--- config.mk ---
export PLATFORM = sky130hd
export DESIGN_NAME = pmc_power_ctrl
export DESIGN_NICKNAME = d
export VERILOG_FILES = /design/src/hdl/pmc_pkg.sv /design/src/hdl/pmc_link_pulse.sv /design/src/hdl/pmc_power_ctrl.sv
export SDC_FILE = /design/constraint.sdc
export NUM_CORES = 1
export LEC_CHECK = 0
export ABC_AREA = 1
export BUFFER_PORTS_ARGS = -buffer_cell sky130_fd_sc_hd__buf_4
export CORE_MARGIN = 2
export CORE_UTILIZATION = 46
export DETAILED_ROUTE_END_ITERATION = 8
export PLACE_DENSITY = 0.65
export SLEW_MARGIN = 10
export SYNTH_ARGS = -nofsm -noshare
export SYNTH_HDL_FRONTEND = slang
export SYNTH_HIERARCHICAL = 1
export SYNTH_SLANG_ARGS = --single-unit
--- constraint.sdc ---
create_clock -name mclk -period 6.1 [get_ports mclk]
set_clock_uncertainty 0.15 [all_clocks]
set_input_delay 0.61 -clock mclk [delete_from_list [all_inputs] [get_ports mclk]]
set_output_delay 0.61 -clock mclk [all_outputs]
set_load 0.01 [all_outputs]
--- src/hdl/pmc_pkg.sv ---
package pmc_pkg;

    // ****************************************************************
    // Register indices and bus geometry
    // ****************************************************************
    localparam int         APB_AW        = 12;
    localparam logic [7:0] IDX_PORT1_CTL = 8'h1D;
    localparam logic [7:0] IDX_PORT2_CTL = 8'h2D;
    localparam logic [7:0] IDX_GLB_PWR   = 8'hC3;
    localparam logic [7:0] IDX_GO_SLEEP  = 8'hC4;
    localparam logic [7:0] IDX_PWR_STAT  = 8'hC5;

    // ****************************************************************
    // Field positions and reset values
    // ****************************************************************
    localparam int         GLB_MODE_LSB   = 0;
    localparam int         GLB_PLL_OFF    = 2;
    localparam int         PORT_PDN_BIT   = 3;
    localparam int         STAT_ED_LOW    = 0;
    localparam int         STAT_PS_ACT    = 1;
    localparam int         STAT_PLL_EN    = 2;
    localparam int         STAT_MAC_EN    = 3;
    localparam int         STAT_HOST_EN   = 4;
    localparam logic [7:0] RST_PORT_CTL   = 8'h00;
    localparam logic [7:0] RST_GLB_PWR    = 8'h00;
    localparam logic [7:0] RST_GO_SLEEP   = 8'h0A;

    // ****************************************************************
    // Power mode codes
    // ****************************************************************
    typedef enum logic [1:0] {
        PMC_NORMAL = 2'h0,
        PMC_ENERGY = 2'h1,
        PMC_SOFTPD = 2'h2,
        PMC_SAVING = 2'h3
    } pmc_mode_t;

    // ****************************************************************
    // Timing
    // ****************************************************************
    localparam int CLK_PERIOD_NS   = 10;
    localparam int PULSE_WIDTH_NS  = 120;
    localparam int PULSE_WIDTH_CYC =
        (PULSE_WIDTH_NS + CLK_PERIOD_NS - 1) / CLK_PERIOD_NS;
    localparam longint PULSE_PERIOD_NS = 64'd1000000000;
    localparam int PULSE_PERIOD_CYC = int'(PULSE_PERIOD_NS / CLK_PERIOD_NS);
    localparam int GS_UNIT_NS      = 1000000;
    localparam int GS_TICK_CYC     = GS_UNIT_NS / CLK_PERIOD_NS;

endpackage : pmc_pkg

--- src/hdl/pmc_link_pulse.sv ---
`timescale 1ns/1ps
module pmc_link_pulse
    import pmc_pkg::*;
#(
    parameter int PERIOD_CYC = PULSE_PERIOD_CYC,
    parameter int WIDTH_CYC  = PULSE_WIDTH_CYC
) (
    input  wire logic mclk,  // System clock.
    input  wire logic rst,   // Asynchronous reset, active high.
    input  wire logic en,    // Pulse train enable.
    output logic      pulse  // Line pulse, high for the pulse width.
);

    logic [31:0] cnt_r;
    logic [31:0] cnt_nxt;
    logic        pulse_nxt;
    wire         wrap = (cnt_r == 32'(PERIOD_CYC - 1));

    assign cnt_nxt   = (!en || wrap) ? 32'h00000000 : cnt_r + 32'h00000001;
    assign pulse_nxt = en && (cnt_r < 32'(WIDTH_CYC));

    always_ff @(posedge mclk or posedge rst) begin
        if (rst) begin
            cnt_r <= 32'h00000000;
            pulse <= 1'b0;
        end else begin
            cnt_r <= cnt_nxt;
            pulse <= pulse_nxt;
        end
    end
endmodule : pmc_link_pulse

--- src/hdl/pmc_power_ctrl.sv ---
`timescale 1ns/1ps
module pmc_power_ctrl
    import pmc_pkg::*;
#(
    parameter int NPORT        = 2,
    parameter int GS_TICK      = GS_TICK_CYC,
    parameter int PULSE_PERIOD = PULSE_PERIOD_CYC
) (
    input  wire logic              mclk,          // System clock.
    input  wire logic              rst,           // Async reset, high.
    input  wire logic              psel,          // APB select.
    input  wire logic              penable,       // APB enable.
    input  wire logic              pwrite,        // APB write.
    input  wire logic [APB_AW-1:0] paddr,         // APB byte address.
    input  wire logic [31:0]       pwdata,        // APB write data.
    output logic [31:0]            prdata,        // APB read data.
    output logic                   pready,        // APB ready.
    output logic                   pslverr,       // APB error.
    input  wire logic              an_enable,     // Autoneg enabled.
    input  wire logic              cable_present, // Cable linked.
    input  wire logic              line_energy,   // Energy on cable.
    output logic                   pll_clk_en,    // PLL clocks run.
    output logic                   mac_en,        // MAC powered.
    output logic                   host_if_en,    // Host interface on.
    output logic [NPORT-1:0]       phy_tx_en,     // PHY transmitters.
    output logic [NPORT-1:0]       phy_rx_en,     // PHY full receivers.
    output logic [NPORT-1:0]       phy_pdn,       // Port PHY powered down.
    output logic                   energy_det_en, // Energy detector only.
    output logic                   line_pulse     // Link pulse to line.
);

    // ****************************************************************
    // Register file
    // ****************************************************************
    function automatic logic hit(input logic [APB_AW-1:0] a,
                                 input logic [7:0]        idx);
        hit = (a == {2'b00, idx, 2'b00});
    endfunction : hit

    typedef enum {ED_AWAKE, ED_ASLEEP} pmc_ed_t;

    logic [7:0]       port_ctl_r [NPORT];
    logic [7:0]       glb_pwr_r;
    logic [7:0]       go_sleep_r;
    logic [NPORT-1:0] pdn;
    pmc_mode_t        mode;
    pmc_ed_t          ed_r;
    pmc_ed_t          ed_nxt;
    logic             ps_act_r;
    logic [31:0]      tick_cnt_r;
    logic [8:0]       quiet_r;
    logic [8:0]       quiet_nxt;

    wire setup   = psel && !penable;
    wire wr_take = psel && penable && pready && pwrite;
    wire sel_p1  = hit(paddr, IDX_PORT1_CTL);
    wire sel_p2  = hit(paddr, IDX_PORT2_CTL);
    wire sel_glb = hit(paddr, IDX_GLB_PWR);
    wire sel_gs  = hit(paddr, IDX_GO_SLEEP);
    wire sel_st  = hit(paddr, IDX_PWR_STAT);
    wire mapped  = sel_p1 || sel_p2 || sel_glb || sel_gs || sel_st;
    wire bad_wr  = pwrite && sel_st;

    wire [7:0] stat_val = {3'h0, host_if_en, mac_en, pll_clk_en,
                           ps_act_r, (ed_r == ED_ASLEEP)};
    wire [7:0] rd_val =
        sel_p1  ? port_ctl_r[0] :
        sel_p2  ? port_ctl_r[NPORT-1] :
        sel_glb ? glb_pwr_r :
        sel_gs  ? go_sleep_r :
        sel_st  ? stat_val : 8'h00;

    always_ff @(posedge mclk or posedge rst) begin
        if (rst) begin
            pready  <= 1'b0;
            pslverr <= 1'b0;
            prdata  <= 32'h00000000;
        end else begin
            pready  <= setup;
            pslverr <= setup && (!mapped || bad_wr);
            prdata  <= (setup && !pwrite) ? {24'h000000, rd_val} : prdata;
        end
    end

    // Hardware never writes these; they hold through every power mode.
    always_ff @(posedge mclk or posedge rst) begin
        if (rst) begin
            glb_pwr_r  <= RST_GLB_PWR;
            go_sleep_r <= RST_GO_SLEEP;
        end else begin
            if (wr_take && sel_glb) begin
                glb_pwr_r <= pwdata[7:0];
            end
            if (wr_take && sel_gs) begin
                go_sleep_r <= pwdata[7:0];
            end
        end
    end

    genvar g;
    generate
        for (g = 0; g < NPORT; g++) begin : g_port
            wire sel_me = (g == 0) ? sel_p1 : sel_p2;
            always_ff @(posedge mclk or posedge rst) begin
                if (rst) begin
                    port_ctl_r[g] <= RST_PORT_CTL;
                end else if (wr_take && sel_me) begin
                    port_ctl_r[g] <= pwdata[7:0];
                end
            end
            assign pdn[g] = port_ctl_r[g][PORT_PDN_BIT];
        end
    endgenerate

    assign mode = pmc_mode_t'(glb_pwr_r[GLB_MODE_LSB +: 2]);

    // ****************************************************************
    // Energy detect sleep timer
    // ****************************************************************
    wire in_ed   = (mode == PMC_ENERGY);
    wire gs_tick = (tick_cnt_r == 32'(GS_TICK - 1));
    wire over    = (quiet_r > {1'b0, go_sleep_r});

    always_comb begin
        quiet_nxt = quiet_r;
        if (!in_ed || line_energy) begin
            quiet_nxt = 9'h000;
        end else if (gs_tick && !quiet_r[8]) begin
            quiet_nxt = quiet_r + 9'h001;
        end
    end

    always_comb begin
        ed_nxt = ed_r;
        case (ed_r)
            ED_AWAKE: begin
                if (in_ed && over && !line_energy) begin
                    ed_nxt = ED_ASLEEP;
                end
            end
            ED_ASLEEP: begin
                if (!in_ed || line_energy) begin
                    ed_nxt = ED_AWAKE;
                end
            end
            default: ed_nxt = ED_AWAKE;
        endcase
    end

    always_ff @(posedge mclk or posedge rst) begin
        if (rst) begin
            tick_cnt_r <= 32'h00000000;
            quiet_r    <= 9'h000;
            ed_r       <= ED_AWAKE;
        end else begin
            tick_cnt_r <= (gs_tick || !in_ed) ? 32'h00000000
                                              : tick_cnt_r + 32'h00000001;
            quiet_r    <= quiet_nxt;
            ed_r       <= ed_nxt;
        end
    end

    // ****************************************************************
    // Block enables per mode
    // ****************************************************************
    wire asleep  = (ed_r == ED_ASLEEP);
    wire ps_cond = (mode == PMC_SAVING) && an_enable && !cable_present
                   && !line_energy;
    wire pll_off = glb_pwr_r[GLB_PLL_OFF];

    logic             pll_nxt;
    logic             core_nxt;
    logic [NPORT-1:0] tx_nxt;
    logic [NPORT-1:0] rx_nxt;
    logic             edet_nxt;

    always_comb begin
        pll_nxt  = 1'b1;
        core_nxt = 1'b1;
        tx_nxt   = ~pdn;
        rx_nxt   = ~pdn;
        edet_nxt = 1'b0;
        case (mode)
            PMC_NORMAL: begin
                pll_nxt = 1'b1;
            end
            PMC_ENERGY: begin
                pll_nxt = !asleep && !pll_off;
                if (asleep) begin
                    core_nxt = 1'b0;
                    tx_nxt   = '0;
                    rx_nxt   = '0;
                    edet_nxt = 1'b1;
                end
            end
            PMC_SOFTPD: begin
                pll_nxt  = 1'b0;
                core_nxt = 1'b0;
                tx_nxt   = '0;
                rx_nxt   = '0;
            end
            PMC_SAVING: begin
                rx_nxt = ps_cond ? '0 : ~pdn;
            end
            default: pll_nxt = 1'b1;
        endcase
    end

    always_ff @(posedge mclk or posedge rst) begin
        if (rst) begin
            pll_clk_en    <= 1'b1;
            mac_en        <= 1'b1;
            host_if_en    <= 1'b1;
            phy_tx_en     <= '1;
            phy_rx_en     <= '1;
            phy_pdn       <= '0;
            energy_det_en <= 1'b0;
            ps_act_r      <= 1'b0;
        end else begin
            pll_clk_en    <= pll_nxt;
            mac_en        <= core_nxt;
            host_if_en    <= core_nxt;
            phy_tx_en     <= tx_nxt;
            phy_rx_en     <= rx_nxt;
            phy_pdn       <= pdn;
            energy_det_en <= edet_nxt;
            ps_act_r      <= ps_cond;
        end
    end

    pmc_link_pulse #(
        .PERIOD_CYC (PULSE_PERIOD),
        .WIDTH_CYC  (PULSE_WIDTH_CYC)
    ) u_pulse (
        .mclk  (mclk),
        .rst   (rst),
        .en    (asleep && in_ed),
        .pulse (line_pulse)
    );
endmodule : pmc_power_ctrl

==> reports/metrics.csv <==
metric,value,unit
die outline width,131,um
Fin. Hold Viols,0,
"EDFF count, synth",0,
Finished Cell Area,8500,um2
Synth top area share,39.9,%
post-synthesis mux area share,0.134,%
Worst R2R Start,tick_cnt_r[0]$_DFF_PP0_,
Die Span Y,131,um
CTS buffer count,17,
crit path from,tick_cnt_r[0]$_DFF_PP0_,
H-tree Lvls,4,
fin crit period,2.54,ns
cell-by-cell trace of the critical path,"ha_1, nand2_2, nor2_4, nand4_1, nor2_1, nand2_1, nand2_1, nor2_1",
Crit Path Class,reg2reg,
fin. max-slew vios,0,
boundary pin count,97,
gr usage total,20.8,%
Pre-antenna DRT Iters,5,
share of cells above drive strength 1,12.0,%
Setup TNS Final,0,ns
Worst R2R Path Depth,8,
hpwl dp,12.6,mm
Startpoint Class,register,
Synth area leader,dfrtp_1,
Final period util,41.7,%
die area,17200,um2
"Distinct cells, synth",43,
grt ovf,0,
Critical path destination,tick_cnt_r[25]$_DFF_PP0_,
CTS sink count,127,
Post-Synth Adder-Cell Area,2.52,%
post-synthesis compound-gate area fraction,4.38,%
pwr/cell area,227,nW/um2
worst flop-to-flop path endpoint,tick_cnt_r[25]$_DFF_PP0_,
RSZ-0062 raised after global routing,false,
CP max-delay cell,nand2_1,
CTS Buffer Depth,2,
"Req. time, crit path",6.20,ns
synthesized instance count,1021,
Yosys warning total,6,
# diodes,0,
Pwr Total,1.93,mW
vias in the first global route,5974,
FMAX,393,MHz
ys async rst share,100,%
post-synthesis simple-gate area fraction,35.9,%
via count,6305,
GP Congestion,0.905,
"Max FO, Critical Path",31,
CTS tree,yes,
CP arrival,2.64,ns
initial antenna violation count,0,
Post-DRT Antenna Nets,0,
Resized cells post-CTS,0,
Nets,1139,
"Clk Latency, worst-skew pair",0.42,ns
sequential area share after synthesis,42.7,%
"reg-to-reg slack, setup",3.56,ns
worst slew pin tran,1.14,ns
largest net degree at the start of global routing,57,
Yosys reg bits,127,
DR vias/cell,4.85,
Initial Util,47.0,%
Slew headroom,23.9,%
utilization after layout,53.5,%
drt wl/cell,13.0,um
max-cap viol count,0,
register clock-pin slew on the reported worst setup and hold paths,0.06,ns
top_reg_cell synth,dfrtp_1,
"slowest stage delay, CP",0.83,ns
Synth Area in XOR/XNOR,4.23,%
number of setup violations in the final report,0,
Leak,3.91,nW
CP Capture Type,register,
Levels on crit path,8,
Placed Cells incl. Taps,1269,
setup repair bufs after CTS,0,
PortBufs,48,
placed cell areas,7900,um2
Iteration-0 DRC Markers,392,
area delta synth->final,14.0,%
run status,"finished, final reports clean",
largest family of logic cells by synthesized area,simple AND/OR/NAND/NOR gates,
first-pass GRT wire length,28.9,mm
Hold Path Class,in2async,
Synth Area per Inst,7.30,um2
row count,46,
WP buf/inv,0,
Mapped Area,7460,um2
dominant cells by area after synthesis,"dfrtp_1 40%, nand2_1 15%, nor2_1 8.9%",
peak supply drop,0.216,mV
clock root buffer,clkbuf_16,
post-cts hold buffer count,0,
final std cells w/o fill,1301,
core footprint,15900,um2
"Largest delay share family, worst path",simple AND/OR/NAND/NOR gates,
DRC,0,
Detailed Route WL,16.9,mm
[how the worst min path moves through the flow]
stage	from	endpoint	slack, ns	depth (start not counted)
after floorplan	pdn[0]$_DFFE_PP0P_	phy_pdn[0]$_DFF_PP0_	0.26	0
after global placement	glb_pwr_r[2]$_DFFE_PP0P_	pll_clk_en$_DFF_PP1_	0.31	1
after detailed placement	prdata[2]$_DFFE_PP0P_	prdata[2]$_DFFE_PP0P_	0.32	2
after CTS	rst	pslverr$_DFF_PP0_	0.08	2
after global routing	rst	pslverr$_DFF_PP0_	0.12	2
final	rst	pslverr$_DFF_PP0_	0.08	2
[per-stage QoR]
stage          worst slack (ns)  hold slack, ns
6_report                   3.56          0.0756
4_1_cts                    3.56          0.0799
3_5_place_dp               3.56           0.317
5_1_grt                    3.33           0.117
2_1_floorplan              2.90           0.264
3_3_place_gp               3.62           0.310
[cell type report]
cell class              count  area (um2)
inverters                 121         457
clock inverters            15         179
fillers                  1537        7380
flip-flops and latches    127        3190
repair buffers             50         375
well taps                 216         270
multi-input cells         755        3610
clock buffers              17         425
[worst reg2reg max path, delay by kind of cell, from the launching register on]
kind | cells | cell delay [ns]
flip-flops | 1 | 0.43
AND/OR/NAND/NOR | 7 | 1.55
adder cells (fa/ha/maj) | 1 | 0.24
[synth_stat cells (all sizes together), types with 2 or more instances]
cell	instances
nand2	301
nor2	189
dfrtp	119
inv	119
nand3	61
o21ai	40
buf	36
nand4	32
xor2	27
nor3	26
ha	15
a21oi	11
xnor2	9
dfstp	8
clkbuf	5
nor4	4
o21bai	3
or2	3
a31oi	2
clkinv	2
nor3b	2
[flip-flops by register name, summed over array words and instances, names as in the netlist]
| signal | count |
|---|---|
| energy_det_en | 1 |
| quiet_r | 9 |
| phy_tx_en | 2 |
| go_sleep_r | 8 |
| pdn | 2 |
| host_if_en | 1 |
| prdata | 8 |
| tick_cnt_r | 32 |
| ps_act_r | 1 |
| u_pulse/pulse | 1 |
| ed_r | 1 |
| pslverr | 1 |
| pready | 1 |
| glb_pwr_r | 8 |
| phy_rx_en | 2 |
| phy_pdn | 2 |
| pll_clk_en | 1 |
| u_pulse/cnt_r | 32 |
| port_ctl_r | 14 |
[where the power goes]
part           internal (mW)  switching (mW)
logic                 0.0164          0.0404
registers              0.844        0.000443
clock network          0.616           0.416
[cells in the final DEF, fill, tap and decap left out, types with 2 or more instances in the layout]
cell type   instances
bufinv_16           2
buf_4              50
nand2_2             4
nand2_4             2
nand3_1            59
inv_6               3
a21oi_1            11
ha_1               15
nor4_1              4
dfstp_2             8
o21ai_2             8
o21ai_0            28
inv_8               3
nand2_1           295
nor2_2              8
clkinv_4            5
nor3b_1             2
nor2_4              5
clkbuf_16          17
inv_2               4
xor2_1             27
o21bai_1            3
clkinvlp_4          2
dfrtp_1           119
nor3_1             24
a31oi_1             2
or2_2               3
conb_1             24
nand4_1            31
inv_1             114
o21ai_1             4
nand3_2             2
xnor2_1             9
clkinv_1            2
nor2_1            176
[logic make-up after synthesis]
kind of cell             count (synthesis)
AND/OR/NAND/NOR                        622
buffers and inverters                  162
flip-flops                             127
AO/OA/AOI/OAI                           57
XOR/XNOR                                36
adder cells (fa/ha/maj)                 15
other                                    1
multiplexers                             1
[per-layer routing]
metal | track usage (%) | up-vias | wire length (um)
met5 | 0 | - | 0
met4 | 6.70 | 0 | 342
met3 | 4.78 | 30 | 619
met2 | 32.4 | 130 | 7730
met1 | 28.7 | 2877 | 8230
li1 | - | 3268 | -
Power figures use the tool's default switching activity.
